[src/ssv_defines.vh]
// constants of the supply supervisor low-power control block
`ifndef SSV_DEFINES_VH
`define SSV_DEFINES_VH

// register byte addresses (word aligned)
`define SSV_OFS_LOW_CTL     4'h0
`define SSV_OFS_HIGH_CTL    4'h4
`define SSV_OFS_FLAG        4'h8
`define SSV_OFS_MASK        4'hc

// low_side_supervisor_control fields
`define SSV_L_SVS_EN        0
`define SSV_L_SVS_MD        1
`define SSV_L_SVS_FP        2
`define SSV_L_MON_EN        3
`define SSV_L_MON_FP        4
`define SSV_L_AUTO          5
`define SSV_L_EVT_RESET     6
`define SSV_L_WIDTH         7

// high_side_supervisor_control fields
`define SSV_H_SVS_EN        0
`define SSV_H_SVS_MD        1
`define SSV_H_SVS_FP        2
`define SSV_H_MON_EN        3
`define SSV_H_MON_FP        4
`define SSV_H_AUTO          5
`define SSV_H_OVP_EN        6
`define SSV_H_WIDTH         7

// reset values: low side enabled in normal performance, high side off
`define SSV_L_RESET         7'h0b
`define SSV_H_RESET         7'h00

// power_manager_flag_register fields
`define SSV_F_L_DLY         0
`define SSV_F_H_DLY         1
`define SSV_F_L_SVS_EVT     2
`define SSV_F_L_MON_EVT     3
`define SSV_F_H_SVS_EVT     4
`define SSV_F_H_MON_EVT     5
`define SSV_F_WIDTH         6
`define SSV_EVT_MASK_RESET  6'h00

// settle times in ns and clock period
`define SSV_CLK_NS          20
`define SSV_SETTLE_FULL_NS  2000
`define SSV_SETTLE_NORM_NS  150000

// unit states
`define SSV_UNIT_OFF        2'h0
`define SSV_UNIT_NORMAL     2'h1
`define SSV_UNIT_FULL       2'h2

`endif

[src/ssv_settle_timer.v]
// settling-delay counter for one supervisor side
`timescale 1ns/1ns
`include "ssv_defines.vh"

module ssv_settle_timer #(
    parameter [15:0] P_NORM_CYC = 16'd7500,
    parameter [15:0] P_FULL_CYC = 16'd100
) (
    input  wire        i_ref_clk,
    input  wire        i_rst_b,
    input  wire        i_start,
    input  wire        i_full_perf,
    output reg         o_busy
);
    reg [15:0] cnt_q;

    // load on a control write, count down, busy while nonzero
    always @(posedge i_ref_clk or negedge i_rst_b) begin
        if (!i_rst_b) begin
            cnt_q  <= 16'h0000;
            o_busy <= 1'b0;
        end else if (i_start) begin
            cnt_q  <= i_full_perf ? P_FULL_CYC : P_NORM_CYC;
            o_busy <= 1'b1;
        end else if (cnt_q > 16'h0001) begin
            cnt_q  <= cnt_q - 16'h0001;
        end else begin
            cnt_q  <= 16'h0000;
            o_busy <= 1'b0;
        end
    end
endmodule

[src/ssv_supervisor_ctrl.v]
// supply supervisor and monitor low-power control with avalon-mm registers
//
// The implementer's own choices: the Avalon-MM interface to the registers and the register addresses.
`timescale 1ns/1ns
`include "ssv_defines.vh"

module ssv_supervisor_ctrl (
    input  wire        i_ref_clk,
    input  wire        i_rst_b,
    input  wire        i_soft_power_up_clear,
    input  wire [3:0]  i_avs_address,
    input  wire        i_avs_read,
    input  wire        i_avs_write,
    input  wire [31:0] i_avs_writedata,
    input  wire [3:0]  i_avs_byteenable,
    input  wire [1:0]  i_sleep_level_req,
    input  wire        i_sleep_enter,
    input  wire        i_wake_event,
    input  wire        i_core_supervisor_trip,
    input  wire        i_core_monitor_trip,
    input  wire        i_io_supervisor_trip,
    input  wire        i_io_monitor_trip,
    output reg  [31:0] o_avs_readdata,
    output reg         o_avs_waitrequest,
    output reg         o_deep_sleep,
    output reg         o_wake_slow,
    output reg         o_wake_done,
    output reg  [1:0]  o_core_supervisor_state,
    output reg  [1:0]  o_core_monitor_state,
    output reg  [1:0]  o_io_supervisor_state,
    output reg  [1:0]  o_io_monitor_state,
    output reg         o_por_req,
    output reg         o_irq
);
    // settle counts in clock cycles, cut to the counter width on purpose
    localparam integer FULL_NUM = `SSV_SETTLE_FULL_NS / `SSV_CLK_NS;
    localparam integer NORM_NUM = `SSV_SETTLE_NORM_NS / `SSV_CLK_NS;
    localparam [15:0]  FULL_CYC = FULL_NUM[15:0];
    localparam [15:0]  NORM_CYC = NORM_NUM[15:0];
    localparam [15:0] WAKE_CYC_SLOW = NORM_CYC;
    localparam [15:0] WAKE_CYC_FAST = FULL_CYC;

    // sleep sequencer, one-hot
    localparam [2:0] ST_RUN   = 3'b001;
    localparam [2:0] ST_SLEEP = 3'b010;
    localparam [2:0] ST_WAKE  = 3'b100;

    reg [`SSV_L_WIDTH-1:0] low_ctl_q;
    reg [`SSV_H_WIDTH-1:0] high_ctl_q;
    reg [`SSV_F_WIDTH-1:0] flag_q;
    reg [`SSV_F_WIDTH-1:0] mask_q;
    reg [2:0]              state_q;
    reg [2:0]              state_d;
    reg [15:0]             wake_cnt_q;
    reg                    ack_q;
    reg                    deep_q;

    wire access   = (i_avs_read | i_avs_write) & ~ack_q;
    wire wr       = i_avs_write & ack_q & i_avs_byteenable[0]; // lands at the answer edge
    wire wr_low   = wr & (i_avs_address == `SSV_OFS_LOW_CTL);
    wire wr_high  = wr & (i_avs_address == `SSV_OFS_HIGH_CTL);
    wire wr_flag  = wr & (i_avs_address == `SSV_OFS_FLAG);
    wire wr_mask  = wr & (i_avs_address == `SSV_OFS_MASK);
    wire low_busy;
    wire high_busy;

    // unit state from enable, mode bit, full perf, auto control and sleep depth
    function [1:0] unit_state;
        input en;
        input md;
        input fp;
        input auto_ctl;
        input deep;
        begin
            if (!en) begin
                unit_state = `SSV_UNIT_OFF;
            end else if (!deep) begin
                unit_state = fp ? `SSV_UNIT_FULL : `SSV_UNIT_NORMAL;
            end else if (!md) begin
                unit_state = `SSV_UNIT_OFF;
            end else if (!auto_ctl) begin
                unit_state = fp ? `SSV_UNIT_FULL : `SSV_UNIT_NORMAL;
            end else begin
                unit_state = fp ? `SSV_UNIT_NORMAL : `SSV_UNIT_OFF;
            end
        end
    endfunction

    // slow wakeup whenever a low-side unit is enabled in normal performance
    wire slow_wake = (low_ctl_q[`SSV_L_SVS_EN] & ~low_ctl_q[`SSV_L_SVS_FP]) |
                     (low_ctl_q[`SSV_L_MON_EN] & ~low_ctl_q[`SSV_L_MON_FP]);

    // current unit states, monitors always treated as mode bit set
    wire [1:0] core_sup_st = unit_state(low_ctl_q[`SSV_L_SVS_EN], low_ctl_q[`SSV_L_SVS_MD],
                                        low_ctl_q[`SSV_L_SVS_FP], low_ctl_q[`SSV_L_AUTO], deep_q);
    wire [1:0] core_mon_st = unit_state(low_ctl_q[`SSV_L_MON_EN], 1'b1,
                                        low_ctl_q[`SSV_L_MON_FP], low_ctl_q[`SSV_L_AUTO], deep_q);
    wire [1:0] io_sup_st   = unit_state(high_ctl_q[`SSV_H_SVS_EN], high_ctl_q[`SSV_H_SVS_MD],
                                        high_ctl_q[`SSV_H_SVS_FP], high_ctl_q[`SSV_H_AUTO],
                                        deep_q);
    // auto control: high-side monitor inactive in deep sleep regardless of full perf
    wire [1:0] io_mon_raw  = unit_state(high_ctl_q[`SSV_H_MON_EN], 1'b1,
                                        high_ctl_q[`SSV_H_MON_FP], high_ctl_q[`SSV_H_AUTO],
                                        deep_q);
    wire [1:0] io_mon_st   = (deep_q & high_ctl_q[`SSV_H_AUTO]) ? `SSV_UNIT_OFF : io_mon_raw;

    // trips count only while the unit is active
    wire [`SSV_F_WIDTH-1:0] evt;
    assign evt[`SSV_F_L_DLY]     = 1'b0;
    assign evt[`SSV_F_H_DLY]     = 1'b0;
    assign evt[`SSV_F_L_SVS_EVT] = i_core_supervisor_trip & (core_sup_st != `SSV_UNIT_OFF);
    assign evt[`SSV_F_L_MON_EVT] = i_core_monitor_trip & (core_mon_st != `SSV_UNIT_OFF);
    assign evt[`SSV_F_H_SVS_EVT] = i_io_supervisor_trip & (io_sup_st != `SSV_UNIT_OFF);
    assign evt[`SSV_F_H_MON_EVT] = i_io_monitor_trip & (io_mon_st != `SSV_UNIT_OFF);

    wire low_evt = evt[`SSV_F_L_SVS_EVT] | evt[`SSV_F_L_MON_EVT];
    // routes a trip to power-on reset
    wire por_d = (low_evt & low_ctl_q[`SSV_L_EVT_RESET]) |
                 evt[`SSV_F_H_SVS_EVT] |
                 (evt[`SSV_F_H_MON_EVT] & high_ctl_q[`SSV_H_OVP_EN]);

    // settle timers, restarted on each control write
    ssv_settle_timer #(
        .P_NORM_CYC (NORM_CYC),
        .P_FULL_CYC (FULL_CYC)
    ) u_low_settle (
        .i_ref_clk   (i_ref_clk),
        .i_rst_b     (i_rst_b),
        .i_start     (wr_low),
        .i_full_perf (i_avs_writedata[`SSV_L_SVS_FP]),
        .o_busy      (low_busy)
    );

    ssv_settle_timer #(
        .P_NORM_CYC (NORM_CYC),
        .P_FULL_CYC (FULL_CYC)
    ) u_high_settle (
        .i_ref_clk   (i_ref_clk),
        .i_rst_b     (i_rst_b),
        .i_start     (wr_high),
        .i_full_perf (i_avs_writedata[`SSV_H_SVS_FP]),
        .o_busy      (high_busy)
    );

    // sequencer next state; deep sleep refused while settling
    always @* begin
        state_d = state_q;
        case (state_q)
            ST_RUN: begin
                if (i_sleep_enter && (i_sleep_level_req != 2'h0) && !low_busy && !high_busy) begin
                    state_d = ST_SLEEP;
                end
            end
            ST_SLEEP: begin
                if (i_wake_event) begin
                    state_d = ST_WAKE;
                end
            end
            ST_WAKE: begin
                if (wake_cnt_q == 16'h0001) begin
                    state_d = ST_RUN;
                end
            end
            default: begin
                state_d = ST_RUN;
            end
        endcase
        if (i_soft_power_up_clear) begin
            state_d = ST_RUN;
        end
    end

    // sequencer registers and wakeup timer
    always @(posedge i_ref_clk or negedge i_rst_b) begin
        if (!i_rst_b) begin
            state_q    <= ST_RUN;
            wake_cnt_q <= 16'h0000;
            deep_q     <= 1'b0;
        end else begin
            state_q <= state_d;
            deep_q  <= state_d[1];
            if (state_q[1] && state_d[2]) begin
                wake_cnt_q <= slow_wake ? WAKE_CYC_SLOW : WAKE_CYC_FAST;
            end else if (wake_cnt_q != 16'h0000) begin
                wake_cnt_q <= wake_cnt_q - 16'h0001;
            end
        end
    end

    // control, flag and mask registers
    always @(posedge i_ref_clk or negedge i_rst_b) begin
        if (!i_rst_b) begin
            low_ctl_q  <= `SSV_L_RESET;
            high_ctl_q <= `SSV_H_RESET;
            flag_q     <= {`SSV_F_WIDTH{1'b0}};
            mask_q     <= `SSV_EVT_MASK_RESET;
        end else begin
            if (i_soft_power_up_clear) begin
                low_ctl_q  <= `SSV_L_RESET;
                high_ctl_q <= `SSV_H_RESET;
                mask_q     <= `SSV_EVT_MASK_RESET;
            end else begin
                if (wr_low) begin
                    low_ctl_q <= i_avs_writedata[`SSV_L_WIDTH-1:0];
                end
                if (wr_high) begin
                    high_ctl_q <= i_avs_writedata[`SSV_H_WIDTH-1:0];
                end
                if (wr_mask) begin
                    mask_q <= i_avs_writedata[`SSV_F_WIDTH-1:0];
                end
            end
            // sticky events: set beats write-one-to-clear
            flag_q[`SSV_F_L_DLY] <= low_busy;
            flag_q[`SSV_F_H_DLY] <= high_busy;
            flag_q[`SSV_F_WIDTH-1:2] <= evt[`SSV_F_WIDTH-1:2] |
                (flag_q[`SSV_F_WIDTH-1:2] &
                 ~({(`SSV_F_WIDTH-2){wr_flag}} & i_avs_writedata[`SSV_F_WIDTH-1:2]));
        end
    end

    // avalon slave: one wait cycle, then answer; unmapped reads zero
    always @(posedge i_ref_clk or negedge i_rst_b) begin
        if (!i_rst_b) begin
            ack_q             <= 1'b0;
            o_avs_waitrequest <= 1'b1;
            o_avs_readdata    <= 32'h0000_0000;
        end else begin
            ack_q             <= access;
            o_avs_waitrequest <= ~access;
            o_avs_readdata    <= 32'h0000_0000;
            if (access && i_avs_read) begin
                case (i_avs_address)
                    `SSV_OFS_LOW_CTL:  o_avs_readdata[`SSV_L_WIDTH-1:0] <= low_ctl_q;
                    `SSV_OFS_HIGH_CTL: o_avs_readdata[`SSV_H_WIDTH-1:0] <= high_ctl_q;
                    `SSV_OFS_FLAG:     o_avs_readdata[`SSV_F_WIDTH-1:0] <= flag_q;
                    `SSV_OFS_MASK:     o_avs_readdata[`SSV_F_WIDTH-1:0] <= mask_q;
                    default:           o_avs_readdata <= 32'h0000_0000;
                endcase
            end
        end
    end

    // registered outputs
    always @(posedge i_ref_clk or negedge i_rst_b) begin
        if (!i_rst_b) begin
            o_deep_sleep            <= 1'b0;
            o_wake_slow             <= 1'b1;
            o_wake_done             <= 1'b0;
            o_core_supervisor_state <= `SSV_UNIT_NORMAL; // matches the reset control word
            o_core_monitor_state    <= `SSV_UNIT_NORMAL;
            o_io_supervisor_state   <= `SSV_UNIT_OFF;
            o_io_monitor_state      <= `SSV_UNIT_OFF;
            o_por_req               <= 1'b0;
            o_irq                   <= 1'b0;
        end else begin
            o_deep_sleep            <= deep_q;
            o_wake_slow             <= slow_wake;
            o_wake_done             <= state_q[2] & state_d[0];
            o_core_supervisor_state <= core_sup_st;
            o_core_monitor_state    <= core_mon_st;
            o_io_supervisor_state   <= io_sup_st;
            o_io_monitor_state      <= io_mon_st;
            o_por_req               <= por_d;
            o_irq                   <= |(flag_q[`SSV_F_WIDTH-1:2] & mask_q[`SSV_F_WIDTH-1:2]);
        end
    end
endmodule

[config.mk]
export PLATFORM = sky130hd
export DESIGN_NAME = ssv_supervisor_ctrl
export DESIGN_NICKNAME = d
export VERILOG_FILES = /design/src/ssv_settle_timer.v /design/src/ssv_supervisor_ctrl.v
export VERILOG_INCLUDE_DIRS = /design/src
export SDC_FILE = /design/constraint.sdc
export NUM_CORES = 1
export LEC_CHECK = 0
export BUFFER_PORTS_ARGS = -buffer_cell sky130_fd_sc_hd__clkbuf_2
export CORE_UTILIZATION = 40
export CTS_CLUSTER_DIAMETER = 150
export DETAILED_ROUTE_END_ITERATION = 6
export PLACE_DENSITY = 0.72
export SLEW_MARGIN = 20
export SYNTH_ARGS = -nofsm -noshare
export SYNTH_HDL_FRONTEND = slang
export SYNTH_HIERARCHICAL = 1
export SYNTH_SLANG_ARGS = --single-unit
[constraint.sdc]
create_clock -name i_ref_clk -period 1.98 [get_ports i_ref_clk]
set_input_delay 0.495 -clock i_ref_clk [delete_from_list [all_inputs] [get_ports i_ref_clk]]
set_output_delay 0.495 -clock i_ref_clk [all_outputs]
set_load 0.005 [all_outputs]
Yosys cells after proc, flatten, opt, wreduce, memory -nomap -nowiden
Cells that the tools add are included.
W data, S select, Z words.
{"block": "totals", "reg_bits": 127, "in_bits": 53, "out_inout_bits": 46, "elab_cells": 136}
{"block": "op_classes", "addsub": 3, "n_lt_le_gt_ge": 2, "n_eq_ne": 9, "mux": 49, "bitwise_logic": 31, "n_reduce_logical": 19}
{"cell": "$mux W16", "count": 6}
{"cell": "$sub A16 B1 Y16 const B", "count": 3}
{"cell": "$mux W2", "count": 19}
{"cell": "$mux W7", "count": 5}
{"cell": "$gt A16 B1 Y1 const B", "count": 2}
{"cell": "$mux W13", "count": 2}
{"cell": "$pmux W6 S4", "count": 1}
{"cell": "$reduce_bool A2 Y1", "count": 9}
{"cell": "$and A1 B1 Y1", "count": 17}
{"cell": "$eq A16 B1 Y1 const B", "count": 1}
{"cell": "$reduce_bool A16 Y1", "count": 1}
{"cell": "$and A4 B4 Y4", "count": 3}
{"cell": "$mux W3", "count": 4}
{"cell": "$mux W6", "count": 2}
{"cell": "$pmux W3 S3", "count": 1}
{"cell": "$eq A4 B4 Y1 const B", "count": 2}
{"cell": "$mux W1", "count": 8}
{"cell": "$logic_and A1 B1 Y1", "count": 5}
{"cell": "$or A1 B1 Y1", "count": 5}
{"cell": "$eq A4 B3 Y1 const B", "count": 1}
{"cell": "$logic_not A4 Y1", "count": 1}
{"cell": "$ne A2 B1 Y1 const B", "count": 2}
{"cell": "$not A1 Y1", "count": 4}
{"cell": "$not A4 Y4", "count": 1}
{"cell": "other kinds (7)", "count": 8}

Longest topological paths before layout
{"block": "depth", "word_depth": 11, "depth_mapped": 7, "depth_no_buf": 6}

By module
Netlist, hierarchy kept.
{"mod": "ssv_supervisor_ctrl", "instances": 1, "cells_per_inst": 331, "area_each_um2": 3388.2, "seq_area_each_um2": 1686.6}
{"mod": "ssv_settle_timer", "instances": 2, "cells_per_inst": 81, "area_each_um2": 883.3, "seq_area_each_um2": 425.4}

Worst setup path before layout
No wires, ideal clock.
{"block": "synth_timing", "path_type": "in2reg", "start": "input port i_avs_address[2]", "end": "register u_high_settle.cnt_q[11]", "setup_ps": 129, "t_arrival_ps": 1982, "required_time_ps": 1851, "slack_ps": -131, "cell_stages": 7, "path_buffers": 3, "path_cell_list": "buf_4 -> nor4b_2 -> and2_0 -> buf_2 -> o21bai_2 -> buf_4 -> o21ai_0"}
{"block": "synth_between", "elab_chain_cells": 3}
{"element": "from (decl)", "line_no": "ssv_supervisor_ctrl.v:11", "source": "input wire [3:0] i_avs_address,"}
{"element": "$eq A4 B3 Y1"}
{"element": "$and A1 B1 Y1", "line_no": "ssv_supervisor_ctrl.v:61", "source": "wire wr_high = wr & (i_avs_address == `SSV_OFS_HIGH_CTL);"}
{"element": "named net wr_high", "line_no": "ssv_supervisor_ctrl.v:61"}
{"element": "$mux W16", "line_no": "ssv_settle_timer.v:22", "source": "end else if (i_start) begin"}
{"element": "to (signal assigned)", "line_no": "ssv_settle_timer.v:23", "source": "cnt_q <= i_full_perf ? P_FULL_CYC : P_NORM_CYC;"}
{"element": "to (signal assigned)", "line_no": "ssv_settle_timer.v:26", "source": "cnt_q <= cnt_q - 16'h0001;"}
{"element": "to (decl)", "line_no": "ssv_settle_timer.v:15", "source": "reg [15:0] cnt_q;"}
The timed path passes the listed nets, and every way through them passes these cells.
A chain may end at the register's enable or synchronous reset.

Final worst setup path
{"block": "layout_timing", "start": "register wake_cnt_q[6]", "end": "register wake_cnt_q[12]"}
{"block": "layout_between", "elab_chain_cells": 6, "word_cells_on_any_way": 10, "classes_between": "add/sub (1); eq/ne (1); mux (5); reduce/logical (3)"}
{"element": "from (decl)", "line_no": "ssv_supervisor_ctrl.v:54", "source": "reg [15:0] wake_cnt_q;"}
{"element": "from (signal assigned)", "line_no": "ssv_supervisor_ctrl.v:183", "source": "wake_cnt_q <= slow_wake ? WAKE_CYC_SLOW : WAKE_CYC_FAST;"}
{"element": "from (signal assigned)", "line_no": "ssv_supervisor_ctrl.v:185", "source": "wake_cnt_q <= wake_cnt_q - 16'h0001;"}
{"element": "branches (longest 6 deep; another with $sub A16 B1 Y16)"}
Parallel ways; which one is timed is not known. The select of a mux whose other input is x is not followed.

==> flow_summary_export.csv <==
group,metric,value,unit
setup_path,cp_max_fo,5,
setup_path,slowest_stage,"or4_4",
grt,grt_pass1_wl,17900,um
yosys,synth_seq_cells,101,
cts,h-tree-depth,3,
pwr,p_int,4.41,mW
setup_path,max_stage_delay,0.57,ns
sta,fin_hold_ws,0.109,ns
setup_path,critical_path_required,2.21,ns
layout,final_nets,626,
sta,tightest_slew,0.575,ns
setup_path,r2r_end,"wake_cnt_q[12]",
pwr,power.density,1110,nW/um^2
worst_hold_path,hold_path.class,"input pin to async pin",
cts,post_cts_resize_count,0,
detailed_routing,routed_via_density,5.15,
sta,setup_tns,0,ns
status,status,"complete, no violations",
yosys,synth_ff_type,"dfrtp_1",
floorplan,fp-row-count,41,
cts,clockBufferDepth,2,
floorplan,fp.dieW,116,um
detailed_routing,drtPass1Iterations,5,
detailed_routing,wl_per_cell,14.7,um
setup_path,crit_path_end_kind,"register",
sta,period_share,0.965,
yosys,syn_area,5150,sq um
detailed_routing,wl,10900,um
job,maxCapViolCount,0,
yosys,synth-async-reset-ratio,1.00,
setup_path,r2r_slack,0.07,ns
cts,clock_latency,0.34,ns
pwr,p_total,6.66,mW
cts,post_cts_buffers,0,
pwr,power.switching,2.26,mW
yosys,synth_seq_area_share,0.492,
pwr,p_leak,2.72,nW
detailed_routing,drt_iter0_markers,318,
placement,post_dp_cell_area,5680,sq um
layout,diodes,0,
sta,setup_violations,0,
floorplan,core,12600,sq um
grt,grt-ovfl-total,0,
layout,drive_above_1_share,0.228,
sta,fin_crit,1.91,ns
grt,antenna_found_initial,0,
cts,cts_tree,"yes",
setup_path,cp_cell_sequence,"or4_4, or4_1, xor2_1, o21ai_2",
floorplan,top_level_ports,99,
layout,layout.cells.most_common_list,"dfrtp_1, nor2_1, clkbuf_2",
placement,portBuffers,45,
layout,layout_commonest_cell,"dfrtp_1",
sta,finClkSkew,0.00693,ns
detailed_routing,vias,3804,
floorplan,initial_core_util,0.410,
detailed_routing,route.detailed.drc,0,
floorplan,dieArea,13300,sq um
cts,clock-sinks,101,
pwr,power_frac_seq,0.481,
floorplan,die_h,116,um
yosys,synth-edff-count,0,
detailed_routing,ant_nets,0,
sta,hold_violations,0,
layout,fin_area,5990,sq um
cts,cts_root_buf,"clkbuf_16",
sta,slew_violations,0,
layout,final_core_util,0.476,
cts,postCtsHoldBufs,0,
grt,grt_usage,0.172,
setup_path,start_kind,"register",
setup_path,timing.rr.start,"wake_cnt_q[6]",
setup_path,reg2reg_depth,4,
yosys,synth_cell_types,63,
sta,slew-limit-headroom,0.616,
yosys,ys_warn_count,6,
sta,fmax,523,MHz
pwr,combPwrFrac,0.260,
yosys,synth_cells,493,
grt,grt_pass1_vias,3661,
yosys,synth.avg_cell_area,10.5,sq um
sta,rsz0062_at_grt,"false",
pwr,vdd_drop_max,0.000629,V
placement,dp_hpwl,7830,um
grt,grt_start_max_net_pins,37,
pwr,power_frac_clock,0.258,
placement,gp_routability_congestion,0.886,
setup_path,crit_type,"register to register",
cts,cts_buffers,9,
cts,path_clk_slew,0.07,ns
setup_path,crit_arrival,2.14,ns
pwr,switching_share,0.339,
layout,syn2layout_area_growth,16.1,%
cell type report:
| class | instances | area, sq um |
|---|---|---|
| fill | 1139 | 6580 |
| sequential | 101 | 2540 |
| multi-input combinational | 365 | 2440 |
| timing repair buffer | 71 | 448 |
| clock buffer | 10 | 229 |
| tap | 172 | 215 |
| clock inverter | 6 | 63.8 |
| inverter | 14 | 52.6 |
state kept, by name (all words and copies together) (netlist names), 2 cells and up:
signal / count
low_ctl_q: 7
high_ctl_q: 7
o_io_monitor_state: 2
u_high_settle/cnt_q: 16
o_core_supervisor_state: 2
o_io_supervisor_state: 2
u_low_settle/cnt_q: 16
o_core_monitor_state: 2
wake_cnt_q: 16
mask_q: 6
o_avs_readdata: 7
state_q: 3
flag_q: 6
worst max-delay path: cells and delay by family, from the launching register on:
| kind | cells | cell delay, ns |
|---|---|---|
| and+or+nand+nor | 2 | 1.10 |
| DFF | 1 | 0.44 |
| xor gates and xnor gates | 1 | 0.19 |
| AOI/OAI and AO/OA | 1 | 0.06 |
layer usage:
metal  wire length [um]  up-vias  share of wire  track usage
met3                449       12          0.041       0.0387
met2               5450       94           0.50        0.287
li1                   -     1832              -            -
met4                142        0          0.013       0.0537
met5                  0        -              0            0
met1               4830     1866           0.44        0.222
power groups by stage:
stage / Sequential, mW / Combinational, mW / Clock (mW)
finish: 3.21 / 1.73 / 1.72
detailed placement: 3.23 / 1.71 / 0
global route: 3.28 / 1.94 / 1.85
floorplan: 3.11 / 1.25 / 0
global placement: 3.19 / 1.62 / 0
CTS: 3.20 / 1.72 / 1.77
cell usage after synthesis (4+ instances only):
cell type	number	area (sq um)
a211o_1	5	43.8
a21boi_0	4	30.0
a21o_1	10	75.1
a21oi_1	19	95.1
a22oi_1	9	67.6
and2_1	4	25.0
and3_1	4	25.0
buf_4	29	218
clkbuf_1	6	22.5
dfrtp_1	93	2330
dfstp_2	8	210
ha_1	11	138
inv_1	14	52.6
mux2_2	6	67.6
mux2i_1	18	180
nand2_1	25	93.8
nand2b_1	6	37.5
nand3_1	15	75.1
nand4_1	12	75.1
nor2_1	60	225
nor2b_1	4	25.0
nor3_1	8	40.0
nor4_2	4	50.1
o21ai_0	26	130
or3_1	4	25.0
xnor2_1	11	96.3
xor2_1	20	175
how the worst max path moves through the flow:
stage	to	slack, ns	start	cells after the start
after floorplan	u_high_settle/cnt_q[11]	0.004	i_avs_address[2]	7
after global placement	wake_cnt_q[14]	0.07	wake_cnt_q[1]	6
after detailed placement	wake_cnt_q[12]	0.03	wake_cnt_q[1]	6
after CTS	wake_cnt_q[12]	0.008	wake_cnt_q[1]	6
after global routing	wake_cnt_q[10]	0.007	wake_cnt_q[6]	4
final	wake_cnt_q[12]	0.07	wake_cnt_q[6]	4
metrics by stage:
step                std cells  worst slack (ns)
floorplan                 517           0.00449
global placement          723            0.0710
detailed placement        723            0.0257
CTS                       739           0.00839
global route              739           0.00726
finish                    739            0.0692
cells by family after synthesis:
group                      count (synthesis)  synth area share
adders and majority gates                 11            0.0267
DFF                                      101             0.492
buffers and inverters                     51            0.0585
other                                      1          0.000727
AOI/OAI and AO/OA                         92             0.116
and+or+nand+nor                          182             0.205
muxes                                     24            0.0481
xor gates and xnor gates                  31            0.0527
Power figures use the tool's default switching activity.
